**src/logic/dsm_pkg.sv**
```systemverilog
// Purpose: constants and types for the down-conversion configuration bank
// Assumes: 32-bit APB, one register per aligned word
// Notes: byte address is four times the register index
package dsm_pkg;
	// register indices
	localparam logic [15:0] DSM_IDX_ENABLE = 16'h0000;
	localparam logic [15:0] DSM_IDX_DECIM = 16'h0001;
	localparam logic [15:0] DSM_IDX_DUAL = 16'h0002;
	localparam logic [15:0] DSM_IDX_REAL = 16'h0005;
	localparam logic [15:0] DSM_IDX_SOURCE = 16'h0006;
	localparam logic [15:0] DSM_IDX_SYSREF = 16'h003E;
	localparam logic [15:0] DSM_IDX_STATUS = 16'h003F;
	// channel page bases
	localparam logic [15:0] DSM_BASE_CHA = 16'h5000;
	localparam logic [15:0] DSM_BASE_CHB = 16'h5800;
	localparam logic [15:0] DSM_PAGE_SPAN = 16'h0800;
	// field positions
	localparam int DSM_BIT_ENABLE = 0;
	localparam int DSM_BIT_DUAL = 0;
	localparam int DSM_BIT_REAL = 0;
	localparam int DSM_BIT_SOURCE = 0;
	localparam int DSM_BIT_DIV_MASK = 6;
	localparam int DSM_BIT_OSC_MASK = 5;
	localparam int DSM_DECIM_W = 4;
	// reset values
	localparam logic [7:0] DSM_RST_CTRL = 8'h00;
	localparam logic [7:0] DSM_RST_SYSREF = 8'h00;
	// reserved-bit masks of each register except the status register
	localparam logic [7:0] DSM_RSV_ONEBIT = 8'hFE;
	localparam logic [7:0] DSM_RSV_DECIM = 8'hF0;
	localparam logic [7:0] DSM_RSV_SYSREF = 8'h9F;
	// unused decimation codes and the largest valid code
	localparam logic [3:0] DSM_DECIM_UNUSED_A = 4'h6;
	localparam logic [3:0] DSM_DECIM_UNUSED_B = 4'hB;
	localparam logic [3:0] DSM_DECIM_MAX = 4'hC;

	typedef struct packed {
		logic downconv_enable;
		logic [3:0] decimation_ratio_sel;
		logic dual_band;
		logic real_output;
		logic alternate_source_sel;
	} dsm_chan_cfg_t;

	typedef struct packed {
		logic divider_reset;
		logic oscillator_reset;
		logic lmfc_reset;
	} dsm_sync_t;
endpackage : dsm_pkg

```
**src/logic/dsm_chan_regs.sv**
```systemverilog
// Purpose: one channel's decimation page register set
// Assumes: writes and reads strobed by the bus slave
// Notes: reserved bits read back as zero
`timescale 1ns/1ns
`default_nettype none
module dsm_chan_regs
	import dsm_pkg::*;
(
	// clock and reset
	input wire logic pclk,
	input wire logic presetn,
	// access
	input wire logic wr_en,
	input wire logic [15:0] idx,
	input wire logic [7:0] wdata,
	// config out
	output dsm_chan_cfg_t cfg,
	output logic [7:0] rdata,
	output logic hit,
	output logic bad_write
);
	logic en_q, dual_q, real_q, src_q;
	logic [3:0] dec_q;

	// --------------------------------
	// registers
	// --------------------------------
	always_ff @(posedge pclk or negedge presetn) begin
		if (!presetn) begin
			en_q <= DSM_RST_CTRL[DSM_BIT_ENABLE];
			dec_q <= DSM_RST_CTRL[3:0];
			dual_q <= DSM_RST_CTRL[DSM_BIT_DUAL];
			real_q <= DSM_RST_CTRL[DSM_BIT_REAL];
			src_q <= DSM_RST_CTRL[DSM_BIT_SOURCE];
		end else if (wr_en) begin
			unique case (idx)
				DSM_IDX_ENABLE: en_q <= wdata[DSM_BIT_ENABLE];
				DSM_IDX_DECIM: dec_q <= wdata[3:0];
				DSM_IDX_DUAL: dual_q <= wdata[DSM_BIT_DUAL];
				DSM_IDX_REAL: real_q <= wdata[DSM_BIT_REAL];
				DSM_IDX_SOURCE: src_q <= wdata[DSM_BIT_SOURCE];
				default: begin
				end
			endcase
		end
	end

	// --------------------------------
	// decode
	// --------------------------------
	always_comb begin
		rdata = 8'h00;
		hit = 1'b1;
		bad_write = 1'b0;
		unique case (idx)
			DSM_IDX_ENABLE: begin
				rdata = {7'h00, en_q};
				bad_write = |(wdata & DSM_RSV_ONEBIT);
			end
			DSM_IDX_DECIM: begin
				rdata = {4'h0, dec_q};
				bad_write = |(wdata & DSM_RSV_DECIM) || wdata[3:0] == DSM_DECIM_UNUSED_A
					|| wdata[3:0] == DSM_DECIM_UNUSED_B || wdata[3:0] > DSM_DECIM_MAX;
			end
			DSM_IDX_DUAL: begin
				rdata = {7'h00, dual_q};
				bad_write = |(wdata & DSM_RSV_ONEBIT);
			end
			DSM_IDX_REAL: begin
				rdata = {7'h00, real_q};
				bad_write = |(wdata & DSM_RSV_ONEBIT);
			end
			DSM_IDX_SOURCE: begin
				rdata = {7'h00, src_q};
				bad_write = |(wdata & DSM_RSV_ONEBIT);
			end
			default: hit = 1'b0;
		endcase
	end

	assign cfg = '{downconv_enable: en_q, decimation_ratio_sel: dec_q, dual_band: dual_q,
		real_output: real_q, alternate_source_sel: src_q};
endmodule : dsm_chan_regs
`default_nettype wire

```
**src/logic/dsm_top.sv**
```systemverilog
// Purpose: down-conversion configuration bank with sync masking
// Assumes: APB slave on pclk; sync input is asynchronous
// Notes: two channel pages plus the sync mask and status registers
//
// Functional notes
// - divider reset on sync rise when unmasked
// - masked divider ignores sync
// - unmasked: oscillator and LMFC reset on rise
// - masked: oscillator and LMFC ignore sync
// - channel pages at separate 16-bit bases
// - enable bit: 0 bypass, 1 filter
// - four-bit decimation ratio code select
// - dual-band bit selects one or two bands
// - real output at twice complex rate
// - source bit picks own or alternate converter
//
// Implementation choice: the APB slave port.
`timescale 1ns/1ns
`default_nettype none
module dsm_top
	import dsm_pkg::*;
(
	// clock and reset
	input wire logic pclk,
	input wire logic presetn,
	// apb
	input wire logic psel,
	input wire logic penable,
	input wire logic pwrite,
	input wire logic [31:0] paddr,
	input wire logic [31:0] pwdata,
	input wire logic [3:0] pstrb,
	output logic [31:0] prdata,
	output logic pready,
	output logic pslverr,
	// sync pin
	input wire logic sysref,
	// datapath control
	output dsm_chan_cfg_t cfg_a,
	output dsm_chan_cfg_t cfg_b,
	output dsm_sync_t sync_pulse,
	output logic rate_double_a,
	output logic rate_double_b
);
	// --------------------------------
	// address decode
	// --------------------------------
	logic [15:0] word_addr;
	logic sel_a, sel_b, sel_glob;
	logic [15:0] idx;
	logic setup;
	logic wr_go;

	assign word_addr = paddr[17:2];
	assign setup = psel && !penable;
	always_comb begin
		sel_a = 1'b0;
		sel_b = 1'b0;
		sel_glob = 1'b0;
		idx = word_addr;
		if (word_addr >= DSM_BASE_CHA && word_addr < DSM_BASE_CHA + DSM_PAGE_SPAN) begin
			sel_a = 1'b1;
			idx = word_addr - DSM_BASE_CHA;
		end else if (word_addr >= DSM_BASE_CHB
			&& word_addr < DSM_BASE_CHB + DSM_PAGE_SPAN) begin
			sel_b = 1'b1;
			idx = word_addr - DSM_BASE_CHB;
		end else begin
			sel_glob = 1'b1;
		end
	end

	// --------------------------------
	// channel pages
	// --------------------------------
	logic [7:0] rd_a, rd_b;
	logic hit_a, hit_b, bad_a, bad_b;
	dsm_chan_cfg_t cfg_a_w, cfg_b_w;

	dsm_chan_regs u_chan_a (
		.pclk(pclk),
		.presetn(presetn),
		.wr_en(wr_go && sel_a && pstrb[0]),
		.idx(idx),
		.wdata(pwdata[7:0]),
		.cfg(cfg_a_w),
		.rdata(rd_a),
		.hit(hit_a),
		.bad_write(bad_a)
	);

	dsm_chan_regs u_chan_b (
		.pclk(pclk),
		.presetn(presetn),
		.wr_en(wr_go && sel_b && pstrb[0]),
		.idx(idx),
		.wdata(pwdata[7:0]),
		.cfg(cfg_b_w),
		.rdata(rd_b),
		.hit(hit_b),
		.bad_write(bad_b)
	);

	// --------------------------------
	// sync mask and status
	// --------------------------------
	logic div_mask_q, osc_mask_q;
	logic rsv_err_q;
	logic glob_hit;
	logic [7:0] glob_rd;
	logic glob_bad;

	always_comb begin
		glob_hit = 1'b1;
		glob_rd = 8'h00;
		glob_bad = 1'b0;
		unique case (idx)
			DSM_IDX_SYSREF: begin
				glob_rd[DSM_BIT_DIV_MASK] = div_mask_q;
				glob_rd[DSM_BIT_OSC_MASK] = osc_mask_q;
				glob_bad = |(pwdata[7:0] & DSM_RSV_SYSREF);
			end
			DSM_IDX_STATUS: glob_rd = {7'h00, rsv_err_q};
			default: glob_hit = 1'b0;
		endcase
	end

	always_ff @(posedge pclk or negedge presetn) begin
		if (!presetn) begin
			div_mask_q <= DSM_RST_SYSREF[DSM_BIT_DIV_MASK];
			osc_mask_q <= DSM_RST_SYSREF[DSM_BIT_OSC_MASK];
		end else if (wr_go && sel_glob && idx == DSM_IDX_SYSREF && pstrb[0]) begin
			div_mask_q <= pwdata[DSM_BIT_DIV_MASK];
			osc_mask_q <= pwdata[DSM_BIT_OSC_MASK];
		end
	end

	// sticky flag of unsupported reserved or code values
	logic bad_now;
	assign bad_now = (sel_a && bad_a) || (sel_b && bad_b) || (sel_glob && glob_bad);

	always_ff @(posedge pclk or negedge presetn) begin
		if (!presetn) begin
			rsv_err_q <= 1'b0;
		end else if (wr_go && pstrb[0] && bad_now) begin
			rsv_err_q <= 1'b1;
		end else if (wr_go && sel_glob && idx == DSM_IDX_STATUS && pwdata[0]) begin
			rsv_err_q <= 1'b0;
		end
	end

	// --------------------------------
	// apb answer
	// --------------------------------
	logic hit_now;
	logic [7:0] rd_now;
	logic busy_q;

	assign hit_now = sel_a ? hit_a : (sel_b ? hit_b : glob_hit);
	assign rd_now = sel_a ? rd_a : (sel_b ? rd_b : glob_rd);
	// write lands on the access edge, no wait state
	assign wr_go = psel && penable && pwrite && busy_q && hit_now;

	always_ff @(posedge pclk or negedge presetn) begin
		if (!presetn) begin
			busy_q <= 1'b0;
			pready <= 1'b0;
			pslverr <= 1'b0;
			prdata <= 32'h0000_0000;
		end else begin
			pready <= 1'b0;
			pslverr <= 1'b0;
			busy_q <= 1'b0;
			if (setup) begin
				busy_q <= 1'b1;
				pready <= 1'b1;
				pslverr <= !hit_now;
				prdata <= (!pwrite && hit_now) ? {24'h00_0000, rd_now} : 32'h0000_0000;
			end
		end
	end

	// --------------------------------
	// sync edge detection
	// --------------------------------
	logic sref_s1_q, sref_s2_q, sref_s3_q;
	logic sref_rise;

	always_ff @(posedge pclk or negedge presetn) begin
		if (!presetn) begin
			sref_s1_q <= 1'b0;
			sref_s2_q <= 1'b0;
			sref_s3_q <= 1'b0;
		end else begin
			sref_s1_q <= sysref;
			sref_s2_q <= sref_s1_q;
			sref_s3_q <= sref_s2_q;
		end
	end

	assign sref_rise = sref_s2_q && !sref_s3_q;

	always_ff @(posedge pclk or negedge presetn) begin
		if (!presetn) begin
			sync_pulse <= '0;
		end else begin
			sync_pulse.divider_reset <= sref_rise && !div_mask_q;
			sync_pulse.oscillator_reset <= sref_rise && !osc_mask_q;
			sync_pulse.lmfc_reset <= sref_rise && !osc_mask_q;
		end
	end

	// --------------------------------
	// registered config outputs
	// --------------------------------
	always_ff @(posedge pclk or negedge presetn) begin
		if (!presetn) begin
			cfg_a <= '0;
			cfg_b <= '0;
			rate_double_a <= 1'b0;
			rate_double_b <= 1'b0;
		end else begin
			cfg_a <= cfg_a_w;
			cfg_b <= cfg_b_w;
			rate_double_a <= cfg_a_w.downconv_enable && cfg_a_w.real_output;
			rate_double_b <= cfg_b_w.downconv_enable && cfg_b_w.real_output;
		end
	end
endmodule : dsm_top
`default_nettype wire

```
**config.mk**
```make
export PLATFORM = sky130hd
export DESIGN_NAME = dsm_top
export DESIGN_NICKNAME = d
export VERILOG_FILES = /design/src/logic/dsm_pkg.sv /design/src/logic/dsm_chan_regs.sv /design/src/logic/dsm_top.sv
export SDC_FILE = /design/constraint.sdc
export NUM_CORES = 1
export LEC_CHECK = 0
export BUFFER_PORTS_ARGS = -buffer_cell sky130_fd_sc_hd__buf_4
export CAP_MARGIN = 25
export CORE_MARGIN = 2
export CORE_UTILIZATION = 46
export DETAILED_ROUTE_END_ITERATION = 16
export GPL_TIMING_DRIVEN = 0
export PLACE_DENSITY = 0.91
export SYNTH_ARGS = -nofsm -noshare
export SYNTH_HDL_FRONTEND = slang
export SYNTH_SLANG_ARGS = --single-unit
```
**constraint.sdc**
```tcl
create_clock -name pclk -period 2.43 [get_ports pclk]
set_input_delay 0.243 -clock pclk [delete_from_list [all_inputs] [get_ports pclk]]
set_output_delay 0.243 -clock pclk [all_outputs]
set_load 0.005 [all_outputs]
```
==> reports/results.md, run 1 <==
| Quantity | This run | Unit |
|---|---|---|
| Outcome | finished, final reports clean | - |
| Clock latency on the worst-skew pair | 0.29 | ns |
| Actual transition at the worst max-transition pin | 0.614 | ns |
| Synth Instances | 238 | - |
| Residual DRC | 0 | - |
| Pins over their slew limit | 0 | - |
| Fill cells | 469 | - |
| Ordered list of cells on the worst path | buf_4 > or3b_2 > or2_2 > o31ai_4 > a31oi_2 > or2_1 > buf_2 > o41ai_4 | - |
| Sequential fraction of the synthesis area | 48.9 | % |
| Reg clk slew, reported paths | 0.09 | ns |
| CTS sink cnt | 50 | - |
| Total Die Area | 0.00618 | mm² |
| Simple-gate share of the synthesized area | 17.6 | % |
| Peak fanout along the critical path | 6 | - |
| Parity-gate share of the synthesized area counting xor and xnor cells | 0 | % |
| Remaining global-route overflow | 0 | - |
| Total Neg Setup Slack | 0 | ns |
| Area fraction in compound gates after synthesis | 12.1 | % |
| Vertical die dimension | 78.6 | µm |
| Count of antenna diodes in the layout | 0 | - |
| Die width | 78.6 | µm |
| Maximum clock skew at final layout | 0.00303 | ns |
| Worst min-delay path category | input pin to register | - |
| Routed wire length per instance | 14.7 | µm |
| Post-layout instance area | 0.00336 | mm² |
| Register area | 0.00125 | mm² |
| Worst Setup Start Kind | input pin | - |
| Minimum clock period | 2.38 | ns |
| Flops & latches, synth | 50 | - |
| Critical path buffers and inverters | 2 | - |
| Vias per cell | 5.17 | - |
| Relative area change from synthesis to final layout | 31.0 | % |
| Maximum number of pins on one net before global-route repair | 51 | - |
| Setup crit end kind | register | - |
| Area share of fa/ha/maj cells after synthesis | 1.47 | % |
| Initial DRC Count | 96 | - |
| Worst slew margin | 59.1 | % |
| Initial antenna violation count | 0 | - |
| Count of boundary I/O pins | 129 | - |
| Worst path max stage delay | 0.55 | ns |
| Share of synthesized registers carrying an async set or reset | 100 | % |
| Post-detailed-routing wire length | 5940 | µm |
| Combined global-route utilization of all metal layers | 19.4 | % |
| Critical path required time | 2.62 | ns |
| Post-route fraction of the period consumed by the critical path | 97.8 | % |
| Number of violations of the max-capacitance limit | 0 | - |
| Worst-case clock buffer depth | 2 | - |
| Total power draw | 1470 | µW |
| Clock Tree Root | clkbuf_8 | - |
| Most common library cell in the layout ignoring fill and taps | buf_4 | - |
| Lkg Pwr | 0.00169 | µW |
| Post-synth design cell area | 0.00256 | mm² |
| Average size of a mapped cell | 10.8 | µm² |
| Most used flip-flop cell after synthesis | dfrtp_1 | - |
| Top cell family by delay on the critical path | simple AND/OR/NAND/NOR gates | - |
| Area of the multi-input gates | 0.00121 | mm² |
| Vias in the first global route | 2,014 | - |
| Timing-limited maximum frequency | 0.421 | GHz |
| Gpl congestion | 0.820 | - |
| Worst-path cell with the longest stage delay | or3b_2 | - |
| Critical Setup Path Class | input pin to register | - |
| Count of placed standard cells including taps | 392 | - |
| Max IR drop VDD | 328 | µV |
| Initial core utilization | 47.1 | % |
| Number of cells on the critical path | 8 | - |
| H-tree depth reported by CTS | 2 | - |
| Power density of the placed cells | 439 | mW/mm² |
| Combinational family with the most area after synthesis | simple AND/OR/NAND/NOR gates | - |
| Number of synthesized flops with an enable pin | 0 | - |
| Count of buffers inserted at the top-level ports | 57 | - |
| Non-filler instance count after layout | 403 | - |
| Number of antenna-violating nets in the routed design | 0 | - |
| Arrival time at the worst endpoint | 2.57 | ns |
| Total CTS buffers | 5 | - |
| Mux contribution to synthesized area | 9.57 | % |
| TritonCTS clock tree | built | - |
| First-pass detailed-route iteration total | 4 | - |
| Standard cell core area | 0.00544 | mm² |
| Synthesis warning total | 0 | - |
| Layout cell share with drive strength beyond 1 | 40.2 | % |
| Post-detailed-placement cell area | 0.00317 | mm² |
| Logic depth of the worst register-to-register path | 5 | - |
| Number of unique standard cell types used by synthesis | 51 | - |
| Min-Delay Path Depth | 1 | - |
| Highest-count cells in the layout ignoring fill and taps | buf_4 (87), dfrtp_1 (50), conb_1 (26) | - |
| Placed wire-length estimate after detailed placement | 4520 | µm |
| Number of hold violations in the final report | 0 | - |
| Setup-failing EPs final | 0 | - |
| Global-route wire length before repair | 9630 | µm |
| Vias after detailed routing | 2,082 | - |
| Number of nets in the layout | 408 | - |
| Row cnt | 27 | - |
==> final timing paths <==
path / startpoint / end / slack, ns
max in group asynchronous: presetn / cfg_a[2]$_DFF_PN0_ / 1.49
setup reg to reg: busy_q$_DFF_PN0_ / u_chan_a.dec_q[1]$_DFFE_PN0P_ / 0.20
hold reg to reg: sref_s1_q$_DFF_PN0_ / sref_s2_q$_DFF_PN0_ / 0.36
min in group asynchronous: presetn / cfg_b[4]$_DFF_PN0_ / 0.51
setup / recovery: paddr[17] / prdata[3]$_DFFE_PN0P_ / 0.05
hold / removal: sysref / sref_s1_q$_DFF_PN0_ / 0.05
==> state kept, by name, indices dropped and copies added (netlist names), 2 cells and up <==
register,count
u_chan_b.dec_q,4
u_chan_a.dec_q,4
cfg_b,8
cfg_a,8
prdata,6
sync_pulse,2
==> logic make-up (layout without fill, tap and decap cells) <==
| group | after synthesis | after routing |
|---|---|---|
| AO/OA/AOI/OAI | 41 | 41 |
| adder cells (fa/ha/maj) | 3 | 3 |
| buffers and inverters | 41 | 109 |
| flip-flops | 50 | 50 |
| multiplexers | 22 | 22 |
| other | 1 | 26 |
| AND/OR/NAND/NOR | 80 | 80 |
==> synthesized netlist by cell type (5+ instances only) <==
| cell | n | area share (%) |
|---|---|---|
| a21oi_1 | 5 | 0.98 |
| mux2_2 | 20 | 8.8 |
| nor4_1 | 9 | 2.2 |
| nand3_1 | 7 | 1.4 |
| a22oi_1 | 5 | 1.5 |
| nand2_1 | 11 | 1.6 |
| inv_1 | 5 | 0.73 |
| nor2_1 | 13 | 1.9 |
| dfrtp_1 | 50 | 49 |
| clkbuf_1 | 7 | 1.0 |
| buf_4 | 27 | 7.9 |
| nor3_1 | 10 | 2.0 |
==> area by class of cell <==
| class | instances | share of cell area [%] |
|---|---|---|
| Inverter | 5 | 0.559 |
| Tap cell | 72 | 2.68 |
| Sequential cell | 50 | 37.3 |
| Clock inverter | 1 | 0.224 |
| Clock buffer | 6 | 2.16 |
| Buffer | 36 | 7.35 |
| Timing Repair Buffer | 61 | 13.7 |
| Multi-Input combinational cell | 172 | 36.0 |
==> through the flow <==
stage               util [%]  setup WS (ns)  hold slack, ns
floorplan                  -         0.0303         -0.0526
global placement        58.3         -0.403           0.286
global route            61.7        -0.0154          0.0436
detailed placement      58.3         -0.455           0.298
finish                  61.7         0.0535          0.0507
CTS                     60.5        0.00334          0.0469
==> report_power, final <==
part,internal [µW],switching (µW)
clock network,198,256
registers,837,2.20
logic,86.1,94.3
==> routing by layer <==
| metal | up-vias | wire, µm | global-route usage, % |
|---|---|---|---|
| li1 | 1005 | - | - |
| met1 | 995 | 2490 | 26.2 |
| met2 | 73 | 2980 | 32.6 |
| met3 | 9 | 370 | 3.56 |
| met4 | 0 | 106 | 4.39 |
| met5 | - | 0 | 0 |
==> worst reg2reg max path, cell delays in order (launching register included) <==
cell,delay [ns]
dfrtp_1,0.36
and4_1,0.26
nand2_1,0.22
or4_1,0.57
nor2_1,0.34
mux2_2,0.38
==> timing repair <==
item | CTS | global route
buffers inserted | 0 | 3
resized for setup | 4 | 10
hold buffers | 1 | 0
setup endpoints to repair | 7 | 12
pin swaps | 1 | 1
hold endpoints to repair | 50 | 0
(Power assumes the default switching activity.)
==> inputs of run 2 (changes only) <==
--- a/config.mk
+++ b/config.mk
@@ -8,10 +8,12 @@
 export BUFFER_PORTS_ARGS = -buffer_cell sky130_fd_sc_hd__buf_4
 export CAP_MARGIN = 25
 export CORE_MARGIN = 2
-export CORE_UTILIZATION = 46
+export CORE_UTILIZATION = 47
+export CTS_BUF_LIST = sky130_fd_sc_hd__clkbuf_2
 export DETAILED_ROUTE_END_ITERATION = 16
 export GPL_TIMING_DRIVEN = 0
-export PLACE_DENSITY = 0.91
+export PLACE_DENSITY = 0.92
+export SLEW_MARGIN = 20
 export SYNTH_ARGS = -nofsm -noshare
 export SYNTH_HDL_FRONTEND = slang
 export SYNTH_SLANG_ARGS = --single-unit
==> reports/results.md, run 2 (same netlist as run 1, synthesis figures left out) <==
| Quantity | This run | Unit |
|---|---|---|
| Placed wire-length estimate after detailed placement | 4480 | µm |
| Initial DRC Count | 154 | - |
| Non-filler instance count after layout | 401 | - |
| Met3 Routed Length | 439 | µm |
| Initial core utilization | 49.5 | % |
| Post-CTS setup buffer count | 0 | - |
| Setup-failing EPs final | 0 | - |
| Worst slew margin | 59.1 | % |
| Biggest regs | cfg_a: 8 flops, cfg_b: 8 flops, prdata: 6 flops | - |
| Setup crit end kind | register | - |
| Clock latency on the worst-skew pair | 0.44 | ns |
| Clock Tree Root | clkbuf_2 | - |
| Remaining global-route overflow | 0 | - |
| Power density of the placed cells | 470 | mW/mm² |
| Post-route fraction of the period consumed by the critical path | 94.9 | % |
| Global-route wire length before repair | 9850 | µm |
| Count of buffers inserted at the top-level ports | 57 | - |
| Count of placed standard cells including taps | 390 | - |
| Gpl congestion | 0.922 | - |
| Die width | 77.8 | µm |
| Lkg Pwr | 0.00164 | µW |
| Critical Setup Path Class | input pin to register | - |
| Post-detailed-routing wire length | 5870 | µm |
| Minimum clock period | 2.31 | ns |
| Worst-case clock buffer depth | 2 | - |
| Number of antenna-violating nets in the routed design | 0 | - |
| Critical path required time | 2.77 | ns |
| Actual transition at the worst max-transition pin | 0.614 | ns |
| Combined global-route utilization of all metal layers | 20.5 | % |
| Layout cell share with drive strength beyond 1 | 37.2 | % |
| Row cnt | 26 | - |
| Vias after detailed routing | 2,075 | - |
| Maximum clock skew at final layout | 0.0296 | ns |
| Worst Setup Start Kind | input pin | - |
| Number of nets in the layout | 407 | - |
| Peak fanout along the critical path | 10 | - |
| Post-layout utilization of the core | 63.8 | % |
| Count of antenna diodes in the layout | 0 | - |
| Worst Hold Slack | 0.0606 | ns |
| Arrival time at the worst endpoint | 2.64 | ns |
| Vias per cell | 5.17 | - |
| Initial antenna violation count | 0 | - |
| Max IR drop VDD | 405 | µV |
| Relative area change from synthesis to final layout | 28.9 | % |
| Timing-limited maximum frequency | 0.434 | GHz |
| Most common library cell in the layout ignoring fill and taps | buf_4 | - |
| Highest-count cells in the layout ignoring fill and taps | buf_4 (84), dfrtp_1 (50), conb_1 (26) | - |
| Top layer used by detailed routing | met4 | - |
| Pins over their slew limit | 0 | - |
| Residual DRC | 0 | - |
| Count of boundary I/O pins | 129 | - |
| TritonCTS clock tree | built | - |
| Vias in the first global route | 2,090 | - |
| Total CTS buffers | 5 | - |
| Routed wire length per instance | 14.6 | µm |
| Detail Route met2 WL | 2930 | µm |
| Reg clk slew, reported paths | 0.25 | ns |
| RSZ-0062 raised after global routing | no | - |
| Standard cell core area | 0.00517 | mm² |
| CTS sink cnt | 50 | - |
| H-tree depth reported by CTS | 2 | - |
| Number of violations of the max-capacitance limit | 0 | - |
| Vertical die dimension | 77.8 | µm |
| Met1 wire length | 2390 | µm |
| Number of hold violations in the final report | 0 | - |
| Worst min-delay path category | input pin to register | - |
| Maximum number of pins on one net before global-route repair | 51 | - |
| Outcome | finished, final reports clean | - |
| First-pass detailed-route iteration total | 4 | - |
| Total Die Area | 0.00606 | mm² |
[run 2: path summary, 6_finish.rpt]
path | slack [ns] | to | from | cells after the start
min reg2reg | 0.35 | sref_s2_q$_DFF_PN0_ | sref_s1_q$_DFF_PN0_ | 0
min | 0.06 | div_mask_q$_DFFE_PN0P_ | pwdata[6] | 2
max | 0.12 | u_chan_b.dec_q[1]$_DFFE_PN0P_ | paddr[5] | 8
max in group asynchronous | 1.68 | u_chan_a.dec_q[3]$_DFFE_PN0P_ | presetn | 2
max reg2reg | 0.16 | u_chan_a.dec_q[3]$_DFFE_PN0P_ | busy_q$_DFF_PN0_ | 5
min in group asynchronous | 0.33 | prdata[1]$_DFFE_PN0P_ | presetn | 2
[run 2: timing repair]
| item | 4_1_cts | 5_1_grt |
|---|---|---|
| hold endpoints to repair | 51 | 1 |
| endpoints found under the setup margin | 0 | 6 |
| hold buffers | 2 | 1 |
| gates resized for setup | 0 | 3 |
[run 2: layout make-up]
cell class,count,area (µm²)
Multi-Input combinational cell,172,1150
Inverter,5,18.8
Clock inverter,3,63.8
Fill cell,409,1870
Tap cell,70,87.6
Buffer,36,245
Timing Repair Buffer,60,458
Sequential cell,50,1250
Clock buffer,5,25.0
[run 2: power by group]
part           internal [µW]  total [µW]  switching, µW
Clock                    273         529            256
Combinational           86.9         181           93.8
Sequential               840         842           2.18
[run 2: per-layer routing]
metal,up-vias,track usage (%)
li1,997,-
met1,985,25.1
met2,80,34.1
met3,13,6.16
met4,0,7.68
met5,-,0
[run 2: worst max-delay path, cell delays in order]
cell and delay [ns]:
buf_4 0.11, or4_4 0.56, or2_1 0.24, buf_6 0.15
o31ai_4 0.35, o2111ai_1 0.31, nor2_2 0.31, mux2_2 0.37
[run 2: stage by stage]
stage	TNS, ns	power (µW)	setup slack, ns	cell area [µm²]
2_1_floorplan	0	946	0.0303	2660
3_3_place_gp	-4.04	1020	-0.346	3170
3_5_place_dp	-5.04	1030	-0.387	3170
4_1_cts	0	1550	0.0808	3280
5_1_grt	0	1620	0.0249	3300
6_report	0	1550	0.124	3300
